[config.mk]
export PLATFORM = sky130hd
export DESIGN_NAME = debug_phy_regs
export DESIGN_NICKNAME = d
export VERILOG_FILES = /design/src/inc/dbg_phy_pkg.sv /design/src/core/debug_phy_regs.sv
export SDC_FILE = /design/constraint.sdc
export NUM_CORES = 1
export LEC_CHECK = 0
export ABC_AREA = 1
export CORE_MARGIN = 2
export CORE_UTILIZATION = 68
export DETAILED_ROUTE_END_ITERATION = 10
export DONT_BUFFER_PORTS = 1
export PLACE_DENSITY = 0.84
export SETUP_SLACK_MARGIN = 0.1
export SLEW_MARGIN = 0
export SYNTH_ARGS = -nofsm -noshare
export SYNTH_HDL_FRONTEND = slang
export SYNTH_SLANG_ARGS = --single-unit
[constraint.sdc]
create_clock -name ref_clk -period 5.1 [get_ports ref_clk]
set_input_delay 1.02 -clock ref_clk [delete_from_list [all_inputs] [get_ports ref_clk]]
set_output_delay 1.02 -clock ref_clk [all_outputs]
set_load 0.1 [all_outputs]
[src/inc/dbg_phy_pkg.sv]
// constants and types of the single-wire debug port register set
package dbg_phy_pkg;
	// ===================================================================
	// register offsets
	localparam logic [3:0] OFS_REV  = 4'h0;
	localparam logic [3:0] OFS_ERR  = 4'h1;
	localparam logic [3:0] OFS_CTLA = 4'h2;
	localparam logic [3:0] OFS_CTLB = 4'h3;
	localparam logic [3:0] OFS_KEY  = 4'h7;
	localparam logic [3:0] OFS_RST  = 4'h8;
	localparam logic [3:0] OFS_CLK  = 4'h9;
	// ===================================================================
	// field positions
	localparam int B_IBG    = 7;
	localparam int B_PARIGN = 5;
	localparam int B_TODIS  = 4;
	localparam int B_SIGOFF = 3;
	localparam int B_NACKD  = 4;
	localparam int B_CCDIS  = 3;
	localparam int B_PDIS   = 2;
	localparam int B_UROW   = 5;
	localparam int B_NVM    = 4;
	localparam int B_ERASE  = 3;
	localparam int REV_LSB  = 4;
	// ===================================================================
	// reset values and codes
	localparam logic [7:0] CTLA_RST   = 8'h00;
	localparam logic [2:0] CTLB_RST   = 3'h0;
	localparam logic [1:0] CLKDIV_RST = 2'h3;
	localparam logic [7:0] RST_SIG    = 8'h59;
	localparam logic [2:0] SIG_NONE    = 3'h0;
	localparam logic [2:0] SIG_PARITY  = 3'h1;
	localparam logic [2:0] SIG_FRAME   = 3'h2;
	localparam logic [2:0] SIG_TIMEOUT = 3'h3;
	localparam logic [2:0] SIG_START   = 3'h4;
	localparam logic [2:0] SIG_BUS     = 3'h6;
	localparam logic [2:0] SIG_CONTEND = 3'h7;
	localparam logic [2:0] GT_RSVD     = 3'h7;
	// ===================================================================
	// timing, in port clock cycles; inter-byte gap length in bit periods
	localparam logic [7:0] GUARD_MAX_CYC = 8'h80;
	localparam logic [1:0] IBG_BITS      = 2'h2;
	localparam int         TIMEOUT_CYC   = 65536;
	// ===================================================================
	// types
	typedef struct packed {
		logic       ibg;
		logic       par_ign;
		logic       to_dis;
		logic       sig_off;
		logic [2:0] gt;
	} link_cfg_t;
	typedef struct packed {
		logic par;
		logic frame;
		logic start;
		logic bus;
		logic contend;
	} link_err_t;
	typedef enum logic [1:0] {TA_IDLE, TA_GUARD, TA_DONE} turn_state_t;
endpackage

[src/core/debug_phy_regs.sv]
// physical-layer and key register set of the single-wire debug port
`timescale 1ns/1ps
// How it works
// - link errors load 3-bit error signature; a debugger read clears it
// - parity error 0x1, stop-bit error 0x2, start-bit error 0x4
// - timeout 0x3, bus error 0x6, contention 0x7; 0x5 reserved
// - gap enable inserts two idle bits between multibyte load bytes
// - parity-ignore bit masks received parity errors; testing only
// - unless disabled, no access response in 65536 cycles flags timeout
// - response-signature-disable suppresses response signatures but not the nack
// - rx to tx guard time 128 cycles halved per code, 2 at 0x6
// - unless disabled, system reset during load/store sends a nack
// - contention detected when disable bit is zero, skipped when one
// - port-disable write drops clock request, resets config and keys
// - user-row key flag set on decode; debugger write ends session
// - nvm key flag set on decode, cleared when programming starts
// - erase key flag set on decode, cleared by erase reset request
// - writing 0x59 asserts system reset; other values release it
// - reset register reads bit 0 as reset held, others zero
// - system reset from the register never resets this port logic
// - clock divider 0..3 gives 32/16/8/4 MHz; 0x3 after reset, enable
// - revision status upper nibble is read-only port revision
// - registers reached only by debugger link instructions, never cpu
module debug_phy_regs
	import dbg_phy_pkg::*;
#(
	parameter int         TIMEOUT_LIMIT = TIMEOUT_CYC,
	parameter logic [3:0] PORT_REV      = 4'h5 // arbitrary value
) (
	input  wire logic        ref_clk,
	input  wire logic        rstn,
	input  wire logic        reg_wr,
	input  wire logic        reg_rd,
	input  wire logic [3:0]  reg_addr,
	input  wire logic [7:0]  reg_wdata,
	output logic      [7:0]  reg_rdata_r,
	input  wire link_err_t   link_err,
	input  wire logic        acc_req,
	input  wire logic        acc_resp,
	input  wire logic        rx_to_tx,
	output logic             tx_go_r,
	input  wire logic        tx_byte_done,
	input  wire logic        multibyte_load,
	input  wire logic        bit_tick,
	output logic             tx_gap_r,
	input  wire logic        sig_req,
	output logic             sig_send_r,
	input  wire logic        sys_rst_seen,
	input  wire logic        op_busy,
	output logic             nack_send_r,
	input  wire logic        key_urow_ok,
	input  wire logic        key_nvm_ok,
	input  wire logic        key_erase_ok,
	input  wire logic        nvm_prog_started,
	input  wire logic        port_enable,
	output logic             clk_req_r,
	output logic             sys_reset_r,
	output logic      [1:0]  clk_div_r,
	output link_cfg_t        cfg_r,
	output logic             nack_dis_r,
	output logic             cont_det_dis_r,
	output logic      [2:0]  error_signature_r,
	output logic      [2:0]  key_flags_r
);

	// ===================================================================
	// register access decode; only the link instruction port reaches here
	logic wr_ctla, wr_ctlb, wr_key, wr_rst, wr_clk, rd_err;
	logic port_off; // port-disable write: acts as a soft reset
	assign wr_ctla  = reg_wr && reg_addr == OFS_CTLA;
	assign wr_ctlb  = reg_wr && reg_addr == OFS_CTLB;
	assign wr_key   = reg_wr && reg_addr == OFS_KEY;
	assign wr_rst   = reg_wr && reg_addr == OFS_RST;
	assign wr_clk   = reg_wr && reg_addr == OFS_CLK;
	assign rd_err   = reg_rd && reg_addr == OFS_ERR;
	assign port_off = wr_ctlb && reg_wdata[B_PDIS];

	// ===================================================================
	// control registers
	always_ff @(posedge ref_clk or negedge rstn) begin
		if (!rstn) begin
			cfg_r <= link_cfg_t'(CTLA_RST[6:0]);
		end else if (port_off) begin
			cfg_r <= link_cfg_t'(CTLA_RST[6:0]);
		end else if (wr_ctla) begin
			cfg_r <= {reg_wdata[B_IBG], reg_wdata[B_PARIGN:0]};
		end
	end

	always_ff @(posedge ref_clk or negedge rstn) begin
		if (!rstn) begin
			{nack_dis_r, cont_det_dis_r, clk_req_r} <= {CTLB_RST[2:1], 1'b1};
		end else if (port_off) begin
			{nack_dis_r, cont_det_dis_r} <= CTLB_RST[2:1];
			clk_req_r                    <= 1'b0;
		end else begin
			if (wr_ctlb) begin
				nack_dis_r     <= reg_wdata[B_NACKD];
				cont_det_dis_r <= reg_wdata[B_CCDIS];
			end
			if (port_enable)
				clk_req_r <= 1'b1;
		end
	end

	// divider back to its default on reset and on re-enable
	always_ff @(posedge ref_clk or negedge rstn) begin
		if (!rstn) begin
			clk_div_r <= CLKDIV_RST;
		end else if (port_off || port_enable) begin
			clk_div_r <= CLKDIV_RST;
		end else if (wr_clk) begin
			clk_div_r <= reg_wdata[1:0];
		end
	end

	// only rstn and port disable reset this logic; sys_reset_r resets the system, not this logic
	always_ff @(posedge ref_clk or negedge rstn) begin
		if (!rstn) begin
			sys_reset_r <= 1'b0;
		end else if (port_off) begin
			sys_reset_r <= 1'b0;
		end else if (wr_rst) begin
			sys_reset_r <= reg_wdata == RST_SIG;
		end
	end

	// ===================================================================
	// key flags: set wins over clear, but port disable clears them even on a set
	logic erase_clr;
	assign erase_clr = wr_rst && reg_wdata == RST_SIG && !sys_reset_r;
	always_ff @(posedge ref_clk or negedge rstn) begin
		if (!rstn) begin
			key_flags_r <= 3'h0;
		end else if (port_off) begin
			key_flags_r <= 3'h0;
		end else begin
			if (key_urow_ok)
				key_flags_r[2] <= 1'b1;
			else if (wr_key && reg_wdata[B_UROW])
				key_flags_r[2] <= 1'b0;
			if (key_nvm_ok)
				key_flags_r[1] <= 1'b1;
			else if (nvm_prog_started)
				key_flags_r[1] <= 1'b0;
			if (key_erase_ok)
				key_flags_r[0] <= 1'b1;
			else if (erase_clr)
				key_flags_r[0] <= 1'b0;
		end
	end

	// ===================================================================
	// access-layer time-out
	logic [16:0] to_cnt_r;
	logic        to_run_r, to_hit;
	assign to_hit = to_run_r && !acc_resp &&
		to_cnt_r == 17'(TIMEOUT_LIMIT - 1);
	always_ff @(posedge ref_clk or negedge rstn) begin
		if (!rstn) begin
			to_run_r <= 1'b0;
			to_cnt_r <= 17'h0;
		end else if (acc_req) begin
			to_run_r <= 1'b1;
			to_cnt_r <= 17'h0;
		end else if (acc_resp || to_hit || port_off) begin
			to_run_r <= 1'b0;
		end else if (to_run_r) begin
			to_cnt_r <= to_cnt_r + 17'h1;
		end
	end

	// ===================================================================
	// error signature; lowest line wins, a new error beats the read clear
	logic [2:0] err_code;
	always_comb begin
		err_code = SIG_NONE;
		if (link_err.contend && !cont_det_dis_r)
			err_code = SIG_CONTEND;
		else if (link_err.bus)
			err_code = SIG_BUS;
		else if (to_hit && !cfg_r.to_dis)
			err_code = SIG_TIMEOUT;
		else if (link_err.start)
			err_code = SIG_START;
		else if (link_err.frame)
			err_code = SIG_FRAME;
		else if (link_err.par && !cfg_r.par_ign)
			err_code = SIG_PARITY;
	end
	always_ff @(posedge ref_clk or negedge rstn) begin
		if (!rstn) begin
			error_signature_r <= SIG_NONE;
		end else if (err_code != SIG_NONE) begin
			error_signature_r <= err_code;
		end else if (rd_err || port_off) begin
			error_signature_r <= SIG_NONE;
		end
	end

	// ===================================================================
	// read data
	always_ff @(posedge ref_clk or negedge rstn) begin
		if (!rstn) begin
			reg_rdata_r <= 8'h00;
		end else if (reg_rd) begin
			if (reg_addr == OFS_REV)
				reg_rdata_r <= {PORT_REV, 4'h0};
			else if (reg_addr == OFS_ERR)
				reg_rdata_r <= {5'h0, error_signature_r};
			else if (reg_addr == OFS_CTLA)
				reg_rdata_r <= {cfg_r.ibg, 1'b0, cfg_r[5:0]};
			else if (reg_addr == OFS_CTLB)
				reg_rdata_r <= {3'h0, nack_dis_r, cont_det_dis_r, 3'h0};
			else if (reg_addr == OFS_KEY)
				reg_rdata_r <= {2'h0, key_flags_r, 3'h0};
			else if (reg_addr == OFS_RST)
				reg_rdata_r <= {7'h0, sys_reset_r};
			else if (reg_addr == OFS_CLK)
				reg_rdata_r <= {6'h0, clk_div_r};
			else
				reg_rdata_r <= 8'h00;
		end
	end

	// ===================================================================
	// rx to tx turnaround guard
	turn_state_t ta_r;
	logic [7:0]  gt_cnt_r, gt_len;
	assign gt_len = (cfg_r.gt == GT_RSVD) ? GUARD_MAX_CYC
		: GUARD_MAX_CYC >> cfg_r.gt;
	always_ff @(posedge ref_clk or negedge rstn) begin
		if (!rstn) begin
			ta_r     <= TA_IDLE;
			gt_cnt_r <= 8'h0;
			tx_go_r  <= 1'b0;
		end else begin
			tx_go_r <= 1'b0;
			case (ta_r)
				TA_IDLE: if (rx_to_tx) begin
					ta_r     <= TA_GUARD;
					gt_cnt_r <= gt_len - 8'h1;
				end
				TA_GUARD: if (gt_cnt_r == 8'h0) begin
					ta_r    <= TA_DONE;
					tx_go_r <= 1'b1;
				end else begin
					gt_cnt_r <= gt_cnt_r - 8'h1;
				end
				default: ta_r <= TA_IDLE;
			endcase
		end
	end

	// ===================================================================
	// inter-byte gap, counted in bit periods from the link's bit tick
	logic [1:0] gap_bits_r;
	always_ff @(posedge ref_clk or negedge rstn) begin
		if (!rstn) begin
			tx_gap_r   <= 1'b0;
			gap_bits_r <= 2'h0;
		end else if (tx_byte_done && multibyte_load && cfg_r.ibg) begin
			tx_gap_r   <= 1'b1;
			gap_bits_r <= IBG_BITS;
		end else if (tx_gap_r && bit_tick) begin
			gap_bits_r <= gap_bits_r - 2'h1;
			tx_gap_r   <= gap_bits_r != 2'h1;
		end
	end

	// ===================================================================
	// response and nack signatures; signatures off needs predictable delay
	always_ff @(posedge ref_clk or negedge rstn) begin
		if (!rstn) begin
			sig_send_r  <= 1'b0;
			nack_send_r <= 1'b0;
		end else begin
			sig_send_r  <= sig_req && !cfg_r.sig_off;
			nack_send_r <= sys_rst_seen && op_busy && !nack_dis_r;
		end
	end
endmodule // debug_phy_regs

==> impl_metrics.py, run 1 <==
metrics = {
    "die": {
        "die-width_um": 73.7,
        "core_area_um2": 4690,
        "io_pins": 66,
        "die_h_um": 73.7,
        "row_count": 25,
        "dieArea_um2": 5430,
        "start_util_pct": 70.3,
    },
    "detailed_routing": {
        "drtIter0Drc": 221,
        "ant_nets": 0,
        "vias": 2919,
        "viasPerCell": 6.01,
        "wl_mm": 7.95,
        "drc": 0,
        "post_drt_wl_per_cell_um": 16.4,
        "drt_first_pass_iters": 5,
    },
    "sta": {
        "slew_headroom_pct": 25.4,
        "finClkSkew_ns": 0.00839,
        "hold_viol_final": 0,
        "max_freq_mhz": 404,
        "min_period_ns": 2.47,
        "whs_ns": 0.347,
        "timing.final.crit_share_pct": 48.5,
        "finalSetupViolations": 0,
        "tns_ns": 0,
        "worstMarginPinSlew_ns": 1.12,
        "slew_violations": 0,
        "rsz0062_at_grt": "no",
    },
    "clocking": {
        "worstSkewPairLatency_ns": 0.36,
        "path_clk_slew_ns": 0.08,
        "cts_hold_buf": 0,
        "cts_resized": 0,
        "clkSinkCount": 61,
        "cts_root_buf": "clkbuf_8",
        "cts-buffers-inserted": 9,
        "clockBufferDepth": 2,
        "cts_tree": "yes",
        "cts_setup_buffers": 0,
        "htreeDepth": 3,
    },
    "global_route": {
        "grtUsageMet3_pct": 9.60,
        "antenna_found_initial": 0,
        "grt.busiest_layer": "met2",
        "grtUsageMet2_pct": 51.8,
        "grt_pass1_vias": 2829,
        "grtUsageMet1_pct": 41.2,
        "overflow": 0,
        "grt_usage_pct": 32.6,
        "grt_pass1_wl_mm": 13.2,
        "grt_max_degree": 62,
    },
    "layout": {
        "multi_input_area_um2": 1530,
        "post-route-util_pct": 75.7,
        "final_nets": 466,
        "diodes": 0,
        "final_area_um2": 3550,
        "layout-drive-gt1-share_pct": 12.5,
        "final-seq-area_um2": 1530,
        "fillers": 367,
        "area.growth.synth_to_final_pct": 7.58,
    },
    "placed_design": {
        "dpl.hpwl_mm": 5.74,
        "place_area_um2": 3350,
        "io_buffers": 0,
        "gp_congestion": 0.917,
    },
    "worst_setup_path": {
        "reg2reg_slack_ns": 2.74,
        "reg2reg_to": "error_signature_r[2]$_DFFE_PN0P_",
        "path_class": "reg -> out",
        "cp.arrival_ns": 1.45,
        "r2r-start": "to_cnt_r[0]$_DFFE_PN0P_",
        "ff2ff_path_depth": 11,
        "cp-end-kind": "output port",
        "cp-start-kind": "flop",
        "path_max_fanout": 9,
        "crit_required_ns": 4.08,
    },
    "logic_synthesis": {
        "netlist_instances": 418,
        "synth_area_leaders": "dfrtp_1, nand2_1, nor2_1",
        "yosysTopAreaCell": "dfrtp_1",
        "synth_area_um2": 3300,
        "ys_ff_latch": 61,
        "ys_seq_area_share_pct": 46.4,
        "synthMostInstantiatedCell": "nand2_1",
        "yosysTopAreaCellShare_pct": 44.0,
        "syn_area_per_cell_um2": 7.89,
        "ys_types": 38,
        "ys_warn_count": 0,
        "yosys-top-cells-count": "nand2_1, dfrtp_1, nor2_1",
        "synth_nets": 457,
        "synth-async-reset-ratio_pct": 100,
        "synth_edf_count": 0,
        "synth_ff_type": "dfrtp_1",
    },
    "flow_run": {
        "max_cap_viol_count": 0,
    },
    "power": {
        "p_per_area_nw_per_um2": 458,
        "p_leak_nw": 1.69,
        "vdd_drop_max_uv": 245,
        "power.total_w": 0.00163,
    },
    "outcome": {
        "status": "completed",
    },
    "min_path": {
        "holdCritPathClass": "in -> async",
    },
}
-- cell usage in the layout, fill, tap and decap left out, types with 2 or more instances in the layout --
| master | n |
|---|---|
| nand2_4 | 3 |
| inv_2 | 12 |
| nor3_1 | 6 |
| nand3_1 | 34 |
| clkbuf_8 | 9 |
| nor2_2 | 2 |
| o31ai_1 | 2 |
| a21oi_1 | 9 |
| o22ai_1 | 6 |
| xnor2_1 | 2 |
| o21ai_0 | 30 |
| nand4_1 | 13 |
| o22ai_2 | 4 |
| clkinvlp_4 | 3 |
| nor4_1 | 4 |
| nor2_4 | 3 |
| a31oi_1 | 4 |
| nor2_1 | 49 |
| nand2_2 | 2 |
| o211ai_1 | 3 |
| xor2_1 | 2 |
| dfrtp_1 | 58 |
| o21ai_1 | 2 |
| o21ai_2 | 4 |
| nand2_1 | 98 |
| inv_1 | 46 |
| nor3_2 | 2 |
| ha_1 | 4 |
| dfstp_2 | 3 |
-- layout make-up --
cell class / instances / area share, %
Sequential cell: 61 / 43.1
Clock inverter: 7 / 2.11
Tap cell: 54 / 1.90
Inverter: 59 / 6.24
Multi-Input combinational cell: 296 / 43.1
Clock buffer: 9 / 3.49
-- cells by family (layout without fill, tap and decap cells) --
kind of cell / after synthesis / after routing / synth area share [%]
fa+ha+maj: 4 / 4 / 1.52
flops: 61 / 61 / 46.4
buf+inv: 61 / 75 / 7.20
simple gates: 223 / 223 / 31.8
xor+xnor: 4 / 4 / 1.06
compound gates: 65 / 65 / 12.1
-- report_power, final --
part	leakage, nW	internal (W)	switching [W]
combinational	0.830	0.000114	0.000201
clock	0.0918	0.000227	0.000210
sequential	0.768	0.000558	0.000317
-- per-stage QoR --
step           worst slack [ns]  cells
2_1_floorplan              3.02    418
3_3_place_gp               2.88    470
3_5_place_dp               2.81    470
4_1_cts                    2.63    486
5_1_grt                    2.42    486
6_report                   2.63    486
-- registers in the layout, summed over array words and instances (netlist names) --
signal             flops
sig_send_r             1
clk_div_r              2
nack_dis_r             1
tx_gap_r               1
tx_go_r                1
cfg_r                  7
reg_rdata_r            8
nack_send_r            1
key_flags_r            3
cont_det_dis_r         1
gt_cnt_r               8
gap_bits_r             2
to_run_r               1
ta_r                   2
clk_req_r              1
sys_reset_r            1
to_cnt_r              17
error_signature_r      3
-- routing by layer --
layer / share of wire (%) / up-vias
li1: - / 1404
met1: 41 / 1365
met2: 47 / 127
met3: 9.4 / 23
met4: 2.3 / 0
met5: 0 / -
-- how the worst max path moves through the flow --
stage,startpoint,to,cells after the start,slack [ns]
6_report,cfg_r[2]$_DFFE_PN0P_,cfg_r[2],0,2.63
4_1_cts,cfg_r[2]$_DFFE_PN0P_,cfg_r[2],0,2.63
2_1_floorplan,cfg_r[1]$_DFFE_PN0P_,gt_cnt_r[6]$_DFFE_PN0P_,12,3.02
3_5_place_dp,cfg_r[1]$_DFFE_PN0P_,gt_cnt_r[6]$_DFFE_PN0P_,12,2.81
5_1_grt,to_cnt_r[0]$_DFFE_PN0P_,error_signature_r[2]$_DFFE_PN0P_,11,2.42
3_3_place_gp,cfg_r[1]$_DFFE_PN0P_,gt_cnt_r[6]$_DFFE_PN0P_,12,2.88
Note: power is estimated with default switching activity, not from simulation.
==> run 2: changes to the inputs <==
Settings changed: CORE_UTILIZATION 68 to 57, PLACE_DENSITY 0.84 to 0.75.
Clock period 5.1 ns to 2.2 ns, I/O delays scaled along.
==> run 2 against run 1 <==
Against the previous run:
- sequential share of layout area shrank 4.3 points
- via count grew 5.9%
- largest power group is now combinational logic
- design area grew 11%
- clock skew shrank 0.0018 ns
- register-to-register slack lost 2.6 ns
- critical path type is now reg -> reg
- count of clock-buffer cells in the layout grew 2
==> impl_metrics.py, run 2 (synthesis results as in run 1) <==
metrics = {
    "worst_setup_path": {
        "path_max_fanout": 4,
        "reg2reg_to": "error_signature_r[1]$_DFFE_PN0P_",
        "ff2ff_path_depth": 11,
        "crit_path_end": "error_signature_r[1]$_DFFE_PN0P_",
        "path_class": "reg -> reg",
        "crit_required_ns": 2.44,
        "critPathLaunch": "to_cnt_r[0]$_DFFE_PN0P_",
        "cp.arrival_ns": 2.30,
        "cp-start-kind": "flop",
        "reg2reg_slack_ns": 0.14,
        "cp-end-kind": "flop",
        "r2r-start": "to_cnt_r[0]$_DFFE_PN0P_",
    },
    "power": {
        "vdd_drop_max_uv": 734,
        "p_leak_nw": 1.93,
        "p_per_area_nw_per_um2": 1020,
        "power.total_w": 0.00402,
    },
    "detailed_routing": {
        "ant_nets": 0,
        "wl_mm": 8.48,
        "post_drt_wl_per_cell_um": 15.7,
        "drc": 0,
        "vias": 3092,
        "drtIter0Drc": 195,
        "viasPerCell": 5.73,
        "drt_first_pass_iters": 5,
    },
    "placed_design": {
        "place_area_um2": 3590,
        "io_buffers": 0,
        "dpl.hpwl_mm": 5.96,
        "gp_congestion": 0.908,
    },
    "sta": {
        "min_period_ns": 2.06,
        "timing.final.crit_share_pct": 93.7,
        "slew_headroom_pct": 62.7,
        "finClkSkew_ns": 0.00655,
        "worstMarginPinSlew_ns": 0.559,
        "rsz0062_at_grt": "yes",
        "hold_viol_final": 0,
        "slew_violations": 0,
        "max_freq_mhz": 485,
        "finalSetupViolations": 0,
    },
    "layout": {
        "layout-drive-gt1-share_pct": 20.7,
        "final_nets": 502,
        "largest_reg_flops": 17,
        "final_common_cell": "nand2_1",
        "diodes": 0,
        "final_cell_mix": "nand2_1, dfrtp_1, nor2_1, inv_1, nand3_1",
        "final_area_um2": 3940,
        "area.growth.synth_to_final_pct": 19.5,
        "reg_top3": "to_cnt_r: 17 flops, gt_cnt_r: 8 flops, reg_rdata_r: 8 flops",
        "fillers": 445,
        "top_register": "to_cnt_r",
    },
    "global_route": {
        "overflow": 0,
        "grt_pass1_wl_mm": 13.8,
        "grt_max_degree": 62,
        "grt_usage_pct": 28.0,
        "grt_pass1_vias": 3001,
        "antenna_found_initial": 0,
    },
    "outcome": {
        "status": "completed",
    },
    "clocking": {
        "clkSinkCount": 61,
        "path_clk_slew_ns": 0.07,
        "clockBufferDepth": 2,
        "htreeDepth": 3,
        "cts_tree": "yes",
        "worstSkewPairLatency_ns": 0.35,
        "cts_root_buf": "clkbuf_8",
        "cts-buffers-inserted": 9,
    },
    "die": {
        "row_count": 27,
        "start_util_pct": 59.6,
        "die-width_um": 80.1,
        "dieArea_um2": 6410,
        "io_pins": 66,
        "die_h_um": 80.1,
        "core_area_um2": 5540,
    },
    "min_path": {
        "holdCritPathClass": "in -> reg",
        "hold_depth": 1,
    },
    "flow_run": {
        "max_cap_viol_count": 0,
    },
}
[run 2: critical path, stage by stage, from the launching register on]
cell	delay [ns]
dfrtp_1	0.39
ha_2	0.20
nand2_2	0.07
nor3_4	0.14
nand3_2	0.13
nor4_4	0.29
ha_2	0.24
nand4_1	0.16
o21ai_2	0.11
a21boi_2	0.09
nand4_1	0.08
nand2_1	0.05
[run 2: timing repair]
| action | in CTS | in global routing |
|---|---|---|
| endpoints found under the setup margin | 1 | 19 |
| resized for setup | 2 | 16 |
| cloned | 0 | 2 |
| hold buffers | 2 | 0 |
| endpoints found under the hold margin | 61 | 0 |
| pin swaps | 0 | 8 |
| buffers inserted | 0 | 3 |
[run 2: power by group]
| part | switching (W) | internal [W] | total [W] |
|---|---|---|---|
| clock | 0.000450 | 0.000633 | 0.00108 |
| combinational | 0.00111 | 0.000369 | 0.00148 |
| sequential | 0.000145 | 0.00131 | 0.00145 |
[run 2: layer usage]
| metal | wire length (um) | part of all wire, % | GRT usage (%) | vias to the layer above |
|---|---|---|---|---|
| met5 | 0 | 0 | 0 | - |
| li1 | - | - | - | 1476 |
| met4 | 159 | 1.9 | 12.7 | 0 |
| met2 | 4120 | 49 | 46.3 | 131 |
| met3 | 694 | 8.2 | 5.62 | 19 |
| met1 | 3500 | 41 | 35.5 | 1466 |
[run 2: final cells by class]
class,count,area [um2],area share (%)
Clock inverter,5,75.1,1.90
Tap cell,72,90.1,2.28
Sequential cell,61,1530,38.8
Timing Repair Buffer,34,278,7.04
Multi-Input combinational cell,298,1610,40.9
Clock buffer,11,131,3.33
Inverter,59,226,5.74
[run 2: worst min-delay path by stage]
stage            start                   endpoint  slack (ns)
2_1_floorplan     rstn       cfg_r[0]$_DFFE_PN0P_        0.14
3_3_place_gp      rstn       tx_gap_r$_DFFE_PN0P_        0.15
3_5_place_dp      rstn  gap_bits_r[1]$_DFFE_PN0P_        0.15
4_1_cts        acc_req    to_cnt_r[8]$_DFFE_PN0P_        0.15
5_1_grt        acc_req    to_cnt_r[8]$_DFFE_PN0P_        0.15
6_report       acc_req    to_cnt_r[8]$_DFFE_PN0P_        0.15
[run 2: metrics by stage]
stage | setup WS (ns) | util (%) | setup TNS (ns) | std cells | hold slack [ns]
3_3_place_gp | 0.189 | 64.8 | 0 | 517 | 0.146
2_1_floorplan | 0.118 | - | 0 | 418 | 0.144
5_1_grt | -0.0248 | 71.2 | -0.0521 | 540 | 0.146
4_1_cts | 0.127 | 69.4 | 0 | 535 | 0.147
6_report | 0.138 | 71.2 | 0 | 540 | 0.151
3_5_place_dp | 0.132 | 64.8 | 0 | 517 | 0.146
